[config.mk]
export PLATFORM = sky130hd
export DESIGN_NAME = host_bus_controller
export DESIGN_NICKNAME = d
export VERILOG_FILES = /design/src/design/host_port_pkg.sv /design/src/design/strobe_cycle.sv /design/src/design/host_bus_controller.sv
export SDC_FILE = /design/constraint.sdc
export NUM_CORES = 1
export LEC_CHECK = 0
export BUFFER_PORTS_ARGS = -buffer_cell sky130_fd_sc_hd__buf_4
export CORE_MARGIN = 2
export CORE_UTILIZATION = 34
export DETAILED_ROUTE_END_ITERATION = 8
export PLACE_DENSITY = 0.51
export SETUP_SLACK_MARGIN = 0.3
export SLEW_MARGIN = 10
export SYNTH_ARGS = -nofsm -noshare
export SYNTH_HDL_FRONTEND = slang
export SYNTH_SLANG_ARGS = --single-unit
export TNS_END_PERCENT = 20
[constraint.sdc]
create_clock -name ref_clk_i -period 4.7 [get_ports ref_clk_i]
set_input_delay 0.94 -clock ref_clk_i [delete_from_list [all_inputs] [get_ports ref_clk_i]]
set_output_delay 0.94 -clock ref_clk_i [all_outputs]
set_load 0.01 [all_outputs]
[src/design/host_port_pkg.sv]
// shared types and constants for the host-side parallel bus controller
package host_port_pkg;

  ////////////////////////////////////////////////////////////////////////////////
  // bus style chosen by the two strap pins, coded as {sel_hi, sel_lo}
  typedef enum logic [1:0] {
    HT_RW_ACK    = 2'b00,  // read/write line, lower strobe on a0, acknowledge
    HT_STB_WAIT  = 2'b01,  // separate strobes, active-low wait, word only
    HT_STB_READY = 2'b10,  // separate strobes, active-high ready, word only
    HT_BYTE_WAIT = 2'b11   // byte-addressed separate strobes, active-low wait
  } host_type_t;

  ////////////////////////////////////////////////////////////////////////////////
  // pin widths and map layout
  localparam int unsigned ADDR_W    = 10;     // a0..a9
  localparam int unsigned DATA_W    = 16;     // d0..d15
  localparam int unsigned REG_W     = 32;     // one device register
  localparam logic [7:0]  CMD_OFS   = 8'h00;  // command byte within an axis
  localparam logic [7:0]  BUF_OFS   = 8'h04;  // first byte of the i/o buffer
  localparam logic [7:0]  RED_MASK  = 8'h07;  // a3..a7 not wired when reduced
  localparam logic [2:0]  BYTE_XFRS = 3'h4;   // transfers per register, bytes
  localparam logic [2:0]  WORD_XFRS = 3'h2;   // transfers per register, words

  ////////////////////////////////////////////////////////////////////////////////
  // timing, in device clocks (device clock is ref_clk_i)
  localparam logic [3:0] DEV_RST_CLKS = 4'h8;                 // reset low, least
  localparam logic [3:0] RD_MIN_CLKS  = 4'h4;                 // strobe must exceed
  localparam logic [3:0] STROBE_CLKS  = RD_MIN_CLKS + 4'h1;   // strobe without wait
  localparam logic [3:0] WAIT_SMP_CLKS = 4'h2;                // strobe before sampling

  ////////////////////////////////////////////////////////////////////////////////
  // one register access asked for by the user
  typedef struct packed {
    logic              write;     // 1 write, 0 read
    logic              indirect;  // go through the i/o buffer
    logic [1:0]        axis;      // drives a9,a8
    logic [7:0]        offset;    // register offset within the axis
    logic [7:0]        cmd;       // register write or readout command code
    logic [REG_W-1:0]  wdata;     // value to write
  } host_req_t;

  // one strobe cycle on the pins
  typedef struct packed {
    logic              write;     // 1 write, 0 read
    logic [ADDR_W-1:0] addr;      // a9..a0
    logic [DATA_W-1:0] wdata;     // data to drive
  } bus_op_t;

endpackage : host_port_pkg

[src/design/strobe_cycle.sv]
// one strobe cycle on the device pins, with wait or fixed-length stretching
`timescale 1ns/100ps
module strobe_cycle
  import host_port_pkg::*;
(
  input  wire logic              ref_clk_i,     // 100 mhz clock
  input  wire logic              srst_i,        // sync reset, high
  input  wire logic              start_i,       // one-cycle start pulse
  input  wire bus_op_t           op_i,          // cycle to run
  input  wire host_type_t        host_type_i,   // bus style
  input  wire logic              use_wait_i,    // honour the wait pin
  input  wire logic              wait_pin_i,    // wait / ack / ready pin
  input  wire logic              busy_n_i,      // interface busy, low busy
  input  wire logic [DATA_W-1:0] data_i,        // data bus in
  output logic                   rd_n_o,        // read strobe
  output logic                   wr_n_o,        // write strobe or r/w line
  output logic [ADDR_W-1:0]      addr_o,        // address pins
  output logic [DATA_W-1:0]      data_o,        // data bus out
  output logic                   data_oe_o,     // data bus enable, high drives
  output logic [DATA_W-1:0]      rdata_o,       // data caught at strobe end
  output logic                   done_o         // one-cycle end pulse
);

  ////////////////////////////////////////////////////////////////////////////////
  // states
  typedef enum logic [2:0] {
    SC_IDLE   = 3'b000,  // nothing running
    SC_BUSYCK = 3'b001,  // wait for interface not busy
    SC_SETUP  = 3'b010,  // address and data settle
    SC_STROBE = 3'b011,  // strobe low
    SC_HOLD   = 3'b100   // strobe released, data held
  } sc_state_t;

  sc_state_t  state_ff;  // cycle state
  bus_op_t    op_ff;     // latched cycle
  logic [3:0] cnt_ff;    // clocks spent in strobe
  logic       ack_mode;  // read/write-line style
  logic       go_on;     // pin says the device is done
  logic       strobe_end;

  assign ack_mode = (host_type_i == HT_RW_ACK);
  // acknowledge is low-true, wait and ready both high when free
  assign go_on    = ack_mode ? ~wait_pin_i : wait_pin_i;

  assign strobe_end = use_wait_i ? ((cnt_ff >= WAIT_SMP_CLKS - 4'h1) && go_on)
                                 : (cnt_ff == STROBE_CLKS);

  ////////////////////////////////////////////////////////////////////////////////
  // sequence and pins
  always_ff @(posedge ref_clk_i) begin
    if (srst_i) begin
      state_ff  <= SC_IDLE;
      op_ff     <= '0;
      cnt_ff    <= 4'h0;
      rd_n_o    <= 1'b1;
      wr_n_o    <= 1'b1;
      addr_o    <= '0;
      data_o    <= '0;
      data_oe_o <= 1'b0;
      rdata_o   <= '0;
      done_o    <= 1'b0;
    end else begin
      done_o <= 1'b0;
      unique case (state_ff)
        SC_IDLE: begin
          if (start_i) begin
            op_ff <= op_i;
            state_ff <= use_wait_i ? SC_SETUP : SC_BUSYCK;
          end
        end
        SC_BUSYCK: begin
          if (busy_n_i) begin
            state_ff <= SC_SETUP;
          end
        end
        SC_SETUP: begin
          // a0 is the lower strobe, wr is r/w
          addr_o    <= ack_mode ? {op_ff.addr[ADDR_W-1:1], 1'b1} : op_ff.addr;
          wr_n_o    <= ack_mode ? ~op_ff.write : 1'b1;
          data_o    <= op_ff.wdata;
          data_oe_o <= op_ff.write;
          cnt_ff    <= 4'h0;
          state_ff  <= SC_STROBE;
        end
        SC_STROBE: begin
          cnt_ff <= cnt_ff + 4'h1;
          if (cnt_ff == 4'h0) begin
            // first strobe clock: assert the style's strobe
            if (ack_mode) begin
              addr_o[0] <= 1'b0;
            end else if (op_ff.write) begin
              wr_n_o <= 1'b0;
            end else begin
              rd_n_o <= 1'b0;
            end
          end
          if (strobe_end && (cnt_ff != 4'h0)) begin
            rdata_o   <= data_i;
            rd_n_o    <= 1'b1;
            addr_o[0] <= ack_mode ? 1'b1 : addr_o[0];
            wr_n_o    <= ack_mode ? ~op_ff.write : 1'b1;
            state_ff  <= SC_HOLD;
          end
        end
        SC_HOLD: begin
          // data held one clock past the strobe
          data_oe_o <= 1'b0;
          wr_n_o    <= 1'b1;
          done_o    <= 1'b1;
          state_ff  <= SC_IDLE;
        end
        default: begin
          state_ff <= SC_IDLE;
        end
      endcase
    end
  end

endmodule : strobe_cycle

[src/design/host_bus_controller.sv]
// host-side controller driving the pulse device's parallel cpu port
`timescale 1ns/100ps
module host_bus_controller
  import host_port_pkg::*;
(
  input  wire logic              ref_clk_i,             // 100 mhz clock
  input  wire logic              srst_i,                // sync reset, high
  input  wire logic              host_type_sel_hi_i,    // bus style strap, high
  input  wire logic              host_type_sel_lo_i,    // bus style strap, low
  input  wire logic              reduced_wiring_i,      // board uses reduced address
  input  wire logic              use_wait_i,            // wait pin is wired
  input  wire logic              dev_reset_req_i,       // pulse: reset the device
  input  wire logic              req_valid_i,           // request present
  input  wire host_req_t         req_i,                 // request contents
  output logic                   busy_o,                // request in progress
  output logic                   done_o,                // one-cycle finish pulse
  output logic [REG_W-1:0]       rdata_o,               // register read value
  output logic                   dev_rst_n_o,           // device reset, low
  output logic                   rd_n_o,                // read strobe
  output logic                   wr_n_o,                // write strobe or r/w
  output logic [ADDR_W-1:0]      addr_o,                // address pins a9..a0
  output logic [DATA_W-1:0]      data_o,                // data bus out
  output logic                   data_oe_o,             // data bus enable
  input  wire logic [DATA_W-1:0] data_i,                // data bus in
  input  wire logic              host_wait_request_n_i, // wait / ack / ready pin
  input  wire logic              iface_busy_n_i         // interface busy, low
);

  ////////////////////////////////////////////////////////////////////////////////
  // declarations

  typedef enum logic [1:0] {
    MS_RESET = 2'b00,  // device held in reset
    MS_IDLE  = 2'b01,  // ready for a request
    MS_ISSUE = 2'b10,  // start one strobe cycle
    MS_WAIT  = 2'b11   // strobe cycle running
  } ms_state_t;

  ms_state_t         state_ff;       // sequencer state
  host_type_t        host_type_ff;   // caught strap setting
  logic              reduced_ff;     // caught wiring setting
  host_req_t         req_ff;         // request being served
  logic              indirect_ff;    // request goes through buffer
  logic [2:0]        step_ff;        // strobe cycle index
  logic [2:0]        nsteps_ff;      // strobe cycles for request
  logic [3:0]        rst_cnt_ff;     // reset hold counter
  logic              dev_rst_n_ff;   // device reset pin
  logic              start_ff;       // start pulse to cycle engine
  bus_op_t           op_ff;          // cycle handed to engine
  logic [REG_W-1:0]  rdata_ff;       // assembled read value
  logic              done_ff;        // finish pulse
  logic              busy_ff;        // busy level

  logic              cyc_done;       // engine finished a cycle
  logic [DATA_W-1:0] cyc_rdata;      // engine read data

  // combinational step descriptor
  logic              byte_mode;      // eight-bit transfers
  logic              upper_first;    // upper half sits at lower address
  logic [2:0]        xfers;          // data transfers per register
  logic              is_cmd;         // this step writes the command
  logic [1:0]        k;              // data transfer index
  logic              half;           // word half for this transfer
  logic [7:0]        ofs;            // offset within the axis
  bus_op_t           nxt_op;         // cycle for this step

  ////////////////////////////////////////////////////////////////////////////////
  // strap capture

  // straps caught while the device is held in reset
  always_ff @(posedge ref_clk_i) begin
    if (srst_i || (state_ff == MS_RESET)) begin
      host_type_ff <= host_type_t'({host_type_sel_hi_i, host_type_sel_lo_i});
      reduced_ff   <= reduced_wiring_i;
    end
  end

  ////////////////////////////////////////////////////////////////////////////////
  // step descriptor

  // style properties
  always_comb begin
    byte_mode   = (host_type_ff == HT_BYTE_WAIT);
    upper_first = (host_type_ff == HT_RW_ACK) || (host_type_ff == HT_STB_WAIT);
    xfers       = byte_mode ? BYTE_XFRS : WORD_XFRS;
  end

  // address and data for the current step
  always_comb begin
    is_cmd = indirect_ff && (req_ff.write ? (step_ff == xfers) : (step_ff == 3'h0));
    if (indirect_ff && !req_ff.write) begin
      k = 2'(step_ff - 3'h1);        // skip the leading command
    end else begin
      k = step_ff[1:0];              // data first
    end
    half = upper_first ? ~k[0] : k[0];

    if (is_cmd) begin
      ofs = CMD_OFS;
    end else if (byte_mode) begin
      ofs = (indirect_ff ? BUF_OFS : req_ff.offset) + {6'h00, k};
    end else begin
      ofs = (indirect_ff ? BUF_OFS : req_ff.offset) + {5'h00, k[0], 1'b0};
    end

    if (reduced_ff) begin
      ofs = ofs & RED_MASK;
    end

    nxt_op.addr  = {req_ff.axis, ofs};
    nxt_op.write = is_cmd ? 1'b1 : req_ff.write;

    // data lanes for the step
    if (is_cmd) begin
      nxt_op.wdata = (upper_first && !byte_mode) ? {req_ff.cmd, 8'h00}
                                                 : {8'h00, req_ff.cmd};
    end else if (byte_mode) begin
      nxt_op.wdata = {8'h00, req_ff.wdata[{k, 3'b000} +: 8]};
    end else begin
      nxt_op.wdata = req_ff.wdata[{half, 4'h0} +: DATA_W];
    end
  end

  ////////////////////////////////////////////////////////////////////////////////
  // request sequencer

  // walks the strobe cycles of one request
  always_ff @(posedge ref_clk_i) begin
    if (srst_i) begin
      state_ff    <= MS_RESET;
      req_ff      <= '0;
      indirect_ff <= 1'b0;
      step_ff     <= 3'h0;
      nsteps_ff   <= 3'h0;
      start_ff    <= 1'b0;
      op_ff       <= '0;
    end else begin
      start_ff <= 1'b0;
      unique case (state_ff)
        MS_RESET: begin
          // leave once the device reset is released
          if (dev_rst_n_ff) begin
            state_ff <= MS_IDLE;
          end
        end
        MS_IDLE: begin
          if (dev_reset_req_i) begin
            state_ff <= MS_RESET;
          end else if (req_valid_i) begin
            req_ff      <= req_i;
            // buffer path forced on reduced wiring
            indirect_ff <= req_i.indirect || reduced_ff;
            nsteps_ff   <= xfers + {2'b00, (req_i.indirect || reduced_ff)};
            step_ff     <= 3'h0;
            state_ff    <= MS_ISSUE;
          end
        end
        MS_ISSUE: begin
          op_ff    <= nxt_op;
          start_ff <= 1'b1;
          state_ff <= MS_WAIT;
        end
        MS_WAIT: begin
          if (cyc_done) begin
            if (step_ff == nsteps_ff - 3'h1) begin
              state_ff <= MS_IDLE;
            end else begin
              step_ff  <= step_ff + 3'h1;
              state_ff <= MS_ISSUE;
            end
          end
        end
      endcase
    end
  end

  ////////////////////////////////////////////////////////////////////////////////
  // device reset

  // hold the device reset low for the full count
  always_ff @(posedge ref_clk_i) begin
    if (srst_i) begin
      rst_cnt_ff   <= 4'h0;
      dev_rst_n_ff <= 1'b0;
    end else if ((state_ff == MS_IDLE) && dev_reset_req_i) begin
      // restart the hold
      rst_cnt_ff   <= 4'h0;
      dev_rst_n_ff <= 1'b0;
    end else if (!dev_rst_n_ff) begin
      if (rst_cnt_ff == DEV_RST_CLKS - 4'h1) begin
        dev_rst_n_ff <= 1'b1;
      end else begin
        rst_cnt_ff <= rst_cnt_ff + 4'h1;
      end
    end
  end

  ////////////////////////////////////////////////////////////////////////////////
  // read data assembly

  // pieces land in their register lanes
  always_ff @(posedge ref_clk_i) begin
    if (srst_i) begin
      rdata_ff <= '0;
    end else if ((state_ff == MS_IDLE) && req_valid_i && !dev_reset_req_i) begin
      rdata_ff <= '0;
    end else if ((state_ff == MS_WAIT) && cyc_done && !is_cmd && !req_ff.write) begin
      if (byte_mode) begin
        rdata_ff[{k, 3'b000} +: 8] <= cyc_rdata[7:0];
      end else begin
        rdata_ff[{half, 4'h0} +: DATA_W] <= cyc_rdata;
      end
    end
  end

  ////////////////////////////////////////////////////////////////////////////////
  // status

  // busy level and finish pulse
  always_ff @(posedge ref_clk_i) begin
    if (srst_i) begin
      busy_ff <= 1'b1;
      done_ff <= 1'b0;
    end else begin
      done_ff <= (state_ff == MS_WAIT) && cyc_done && (step_ff == nsteps_ff - 3'h1);
      if (state_ff == MS_IDLE) begin
        busy_ff <= req_valid_i || dev_reset_req_i;
      end else if ((state_ff == MS_RESET) && dev_rst_n_ff) begin
        busy_ff <= 1'b0;
      end else if (state_ff == MS_WAIT) begin
        busy_ff <= !(cyc_done && (step_ff == nsteps_ff - 3'h1));
      end
    end
  end

  assign busy_o      = busy_ff;
  assign done_o      = done_ff;
  assign rdata_o     = rdata_ff;
  assign dev_rst_n_o = dev_rst_n_ff;

  ////////////////////////////////////////////////////////////////////////////////
  // strobe cycle engine

  strobe_cycle u_cycle (
    .ref_clk_i   (ref_clk_i),
    .srst_i      (srst_i),
    .start_i     (start_ff),
    .op_i        (op_ff),
    .host_type_i (host_type_ff),
    .use_wait_i  (use_wait_i),
    .wait_pin_i  (host_wait_request_n_i),
    .busy_n_i    (iface_busy_n_i),
    .data_i      (data_i),
    .rd_n_o      (rd_n_o),
    .wr_n_o      (wr_n_o),
    .addr_o      (addr_o),
    .data_o      (data_o),
    .data_oe_o   (data_oe_o),
    .rdata_o     (cyc_rdata),
    .done_o      (cyc_done)
  );

endmodule : host_bus_controller

; After elaboration in Yosys (flattened, before gate mapping)
; Cells that the tools add are included.
[classes]
reduce_logical = 47
eq_ne = 28
bitwise_logic = 6
n_mux = 58
n_shift = 6
add_sub_neg = 10
n_lt_le_gt_ge = 1
[op_table]
columns = cell, count
row1 = bitwise mux 32 bit, 2
row2 = two-way mux 16 bit, 3
row3 = two-way mux 32 bit, 1
row4 = two-way mux 8 bit, 4
row5 = "variable shift 16 x 7 -> 32 bit, first input constant", 1
row6 = "variable shift 8 x 7 -> 32 bit, first input constant", 1
row7 = variable part select 16 x 7 -> 32 bit, 1
row8 = variable part select 32 x 6 -> 16 bit, 1
row9 = variable part select 32 x 6 -> 8 bit, 1
row10 = variable part select 8 x 7 -> 32 bit, 1
row11 = two-way mux 1 bit, 26
row12 = two-way mux 3 bit, 8
row13 = adder 8 x 2 -> 8 bit, 2
row14 = "!= test 2 bit, second input constant", 8
row15 = logical AND 1 bit, 14
row16 = two-way mux 2 bit, 7
row17 = negation 5 -> 7 bit, 2
row18 = case mux 3 bit (4 select lines), 1
row19 = AND reduction 3 bit, 4
row20 = "adder 4 x 1 -> 4 bit, second input constant", 2
row21 = "== test 4 x 3 -> 1 bit, second input constant", 2
row22 = case mux 2 bit (4 select lines), 1
row23 = case mux 4 bit (2 select lines), 1
row24 = AND reduction 4 bit, 2
row25 = other kinds (29), 60
[word_totals]
ff_bits = 210
input_bits = 78
output_inout_bits = 64
wordCells = 189

; Depth between registers and ports, before layout
[depth]
word_depth = 9
mapped_depth = 14
mapped_depth_nobuf = 11

; Cells and area by module
; From an unflattened synthesis, not the netlist that was laid out.
[hier_totals]
hier_cells = 1145
area_unflattened_um2 = 9556.7
[by_module_without_submodules]
columns = module, cells_per_inst, instances, seq_area_each_um2, area_per_inst_um2
row1 = host_bus_controller, 748, 1, 2612.5, 6268.5
row2 = strobe_cycle, 397, 1, 1601.5, 3288.2

; Worst setup path after synthesis
; OpenSTA, ideal clock, no wires.
[synth_timing]
path_kind = reg-to-reg
from = register step_ff[0]
to = register rdata_ff[27] (netlist: rdata_o[27])
path_stages_with_launch = 15
setup_time_ns = 0.073
n_path_buf = 4
t_required_ns = 4.627
period_less_slack_ns = 3.255
slack_ns = 1.445
arrival_ns = 3.182
path_cell_list = dfxtp_1 buf_2 inv_1 ha_1 or3b_1 o21ai_2 inv_2 clkbuf_1 ha_1 nand2b_1 clkbuf_1 buf_2 nor4b_1 a2111oi_2 nor3b_2
[synth_via]
elab_chain_cells = 8
elab_cells_between_ends = 20
cone_classes = 3 x add/sub / 1 x eq/ne / 4 x shift / 6 x mux / 1 x bitwise / 5 x reduce/logical
[synth_lines]
columns = element, line
row1 = start: declaration, host_bus_controller.sv:44  ; logic [2:0] step_ff;
row2 = start signal: assignment, host_bus_controller.sv:168  ; step_ff <= step_ff + 3'h1;
row3 = subtractor 2 x 1 -> 2 bit, host_bus_controller.sv:92  ; k = 2'(step_ff - 3'h1);
row4 = two-way mux 2 bit, host_bus_controller.sv:91  ; if (indirect_ff && !req_ff.write) begin
row5 = NOT 1 bit, host_bus_controller.sv:96  ; half = upper_first ? ~k[0] : k[0];
row6 = two-way mux 1 bit, host_bus_controller.sv:96
row7 = negation 5 -> 7 bit, host_bus_controller.sv:211  ; rdata_ff[{half, 4'h0} +: DATA_W] <= cyc_rdata;
row8 = variable part select 16 x 7 -> 32 bit / variable shift 16 x 7 -> 32 bit (equally long branches), host_bus_controller.sv:211
row9 = bitwise mux 32 bit, host_bus_controller.sv:211
row10 = two-way mux 32 bit, host_bus_controller.sv:208  ; if (byte_mode) begin
row11 = end signal: indexed assignment, host_bus_controller.sv:209  ; rdata_ff[{k, 3'b000} +: 8] <= cyc_rdata[7:0];
row12 = end signal: indexed assignment, host_bus_controller.sv:211
row13 = end: declaration, host_bus_controller.sv:50  ; logic [REG_W-1:0] rdata_ff;
; Parallel ways exist; a longest one is shown, timed or not.
; A chain may end at the register's enable or synchronous reset.

; Worst setup path after layout
[layout_timing]
from = register step_ff[0]
to = register rdata_ff[18] (netlist: rdata_o[18])
; The elaborated chain is that of the path after synthesis.

==> results.py <==
metrics = {
    "outcome": {
        "status": "complete, no violations",
    },
    "place": {
        "place_congestion": 0.813,
        "port_buffers": 141,
        "place_area_mm2": 0.0107,
        "dp_hpwl_mm": 19.5,
    },
    "global_route": {
        "grt_max_degree": 84,
        "grt_pass1_vias": 8012,
        "grt_usage_pct": 18.8,
        "antenna_found_initial": 0,
        "grt_pass1_wl_mm": 44.0,
        "grt-ovfl-total": 0,
    },
    "worst_setup_path": {
        "cpLargestDelayFamily": "adder cells",
        "startpoint": "step_ff[0]",
        "max_stage_delay_ps": 560,
        "crit_fanout": 20,
        "r2r-start": "step_ff[0]",
        "critPathCaptureType": "flop",
        "slowest_stage": "mux2i_1",
        "start_kind": "flop",
        "cp.arrival_ps": 3730,
        "reg2regPathDepth": 11,
        "cp_data_required_time_ps": 5140,
        "crit_type": "reg2reg",
        "critPathBufInv": 3,
        "worstPathCellList": "buf_4 -> inv_1 -> ha_1 -> or3b_1 -> o21ai_2 -> buf_4 -> ha_1 -> o31a_1 -> mux2i_1 -> nand4_1 -> a21oi_1",
        "cp_num_cells": 11,
    },
    "min_path": {
        "hold_depth": 2,
        "min_from": "req_ff[41]",
        "worst_hold_path_type": "reg2reg",
    },
    "finish": {
        "syn2layout_area_growth_pct": 21.9,
        "post-route-util_pct": 41.8,
        "nets": 1334,
        "fin_area_mm2": 0.0115,
        "layout-drive-gt1-share_pct": 17.4,
        "antenna_cells": 0,
    },
    "logic_synthesis": {
        "yosysTopAreaCell": "dfxtp_1",
        "syn_inst": 1143,
        "synth_enable_flop_cells": 3,
        "synthArstFlopShare_pct": 0,
        "synthesis.nets": 1237,
        "synth_common_cells": "281 x nand2_1, 206 x dfxtp_1, 153 x a21oi_1",
        "seq_area_frac_synth_pct": 44.5,
        "synthTopCellsByArea": "dfxtp_1 44%, nand2_1 11%, a21oi_1 8.1%",
        "yosysMostFrequentCell": "nand2_1",
        "synth_top_area_share_pct": 43.5,
        "ys.flop_type": "dfxtp_1",
        "syn_area_mm2": 0.00947,
        "ys_warn_count": 0,
        "yosysUniqueCellTypes": 77,
        "synth-seq-cells": 209,
        "synth.avg_cell_area_um2": 8.29,
    },
    "timing": {
        "fin_crit_sh_pct": 69.9,
        "fin_setup_tns_ps": 0,
        "fmax_mhz": 304,
        "fin_skew_ps": 13.8,
        "worst_slew_pin_slew_ps": 1130,
        "min_period_ps": 3290,
        "grt_setup_unrepaired": "false",
        "drv_slew": 0,
        "setup_viol": 0,
        "hold_viol": 0,
        "slew_headroom_pct": 24.3,
    },
    "floorplanning": {
        "die_area_mm2": 0.0292,
        "io-pin-count": 142,
        "core_mm2": 0.0276,
        "initial_core_util_pct": 34.3,
        "die_x_um": 171,
        "die_h_um": 171,
        "placementRows": 61,
    },
    "detailed_routing": {
        "drc": 0,
        "wl_per_cell_um": 17.2,
        "postRouteAntennaNets": 0,
        "drt-initial-drc-count": 614,
        "via_count": 8545,
        "firstDrtPassIters": 6,
        "totalWireLength_mm": 28.1,
        "avgViaCountPerCell": 5.23,
    },
    "power_and_ir_drop": {
        "leakage_uw": 0.00402,
        "vdd_drop_max_uv": 216,
        "power_uw": 3850,
        "power_per_cell_area_mw_per_mm2": 334,
    },
    "cts": {
        "cts_buffer_depth": 3,
        "cts_hold_buffers": 0,
        "path_clk_slew_ps": 60,
        "cts_buffers": 24,
        "cts_setup_buffers": 0,
        "tritoncts": "built",
        "clk_latency_ps": 520,
        "clockRootBuffer": "clkbuf_16",
        "clock-sinks": 209,
        "htree_levels": 1,
        "cts.repair.resized": 0,
    },
    "flow_run": {
        "drv_cap": 0,
    },
}
-- power breakdown --
group | internal [uW] | switching (uW) | total, uW
logic | 76.2 | 128 | 204
clock network | 1120 | 724 | 1840
registers | 1790 | 21.7 | 1810
total | 2980 | 874 | 3850
-- placed cells by master (no fill, tap or decap), types with 17 or more instances in the layout --
cell type,count
o21ai_0,32
mux2i_1,27
a21oi_1,153
clkbuf_16,25
nor3b_1,18
nand2_1,281
buf_4,156
o21bai_1,17
dfxtp_1,206
nor2_1,44
nand3_1,21
-- through the flow --
step | hold WS, ps | cells | worst slack, ps
global placement | 436 | 1591 | 1530
CTS | 451 | 1632 | 1460
global route | 471 | 1633 | 1110
floorplan | 425 | 1143 | 1450
detailed placement | 444 | 1591 | 1490
finish | 448 | 1633 | 1410
-- worst reg2reg max path, stage by stage (launching register included) --
cell	delay, ps
dfxtp_1	310
buf_4	230
inv_1	100
ha_1	310
or3b_1	370
o21ai_2	90
buf_4	280
ha_1	310
o31a_1	300
mux2i_1	560
nand4_1	160
a21oi_1	180
-- final timing paths --
path                       to  slack, ps
hold reg to reg    req_ff[41]        450
setup reg to reg  rdata_o[18]       1410
setup / recovery  rdata_o[18]       1410
hold / removal     req_ff[41]        450
-- area by class of cell --
| class | instances | area [um^2] |
|---|---|---|
| flip-flops and latches | 209 | 4210 |
| clock buffers | 37 | 731 |
| fillers | 2897 | 16100 |
| multi-input cells | 833 | 4830 |
| clock inverters | 4 | 46.3 |
| well taps | 378 | 473 |
| inverters | 15 | 58.8 |
| repair buffers | 157 | 1190 |
-- metal layers --
layer | vias up | part of all wire, % | track usage (%)
met1 | 4059 | 48 | 27.6
met2 | 218 | 45 | 29.2
met5 | - | 0 | 0
met3 | 31 | 5.7 | 2.43
li1 | 4237 | - | -
met4 | 0 | 1.5 | 4.35
-- kinds of logic after synthesis --
| group | synth area share [%] |
|---|---|
| and+or+nand+nor | 21.8 |
| AOI/OAI and AO/OA | 21.7 |
| DFF | 44.5 |
| buffers and inverters | 4.68 |
| muxes | 3.50 |
| adders and majority gates | 2.19 |
| xor gates and xnor gates | 1.64 |
-- registers in the layout, indices dropped and copies added, names as in the netlist, 2 cells and up --
register          count
u_cycle.addr_o       10
rst_cnt_ff            4
nsteps_ff             3
u_cycle.data_o       16
nxt_op                2
u_cycle.rdata_o      16
u_cycle.cnt_ff        4
rdata_o              32
host_type_ff          2
op_ff                27
req_ff               49
u_cycle.op_ff        27
state_ff              2
u_cycle.state_ff      3
step_ff               3
No activity file was read; power rests on OpenSTA's default activity.
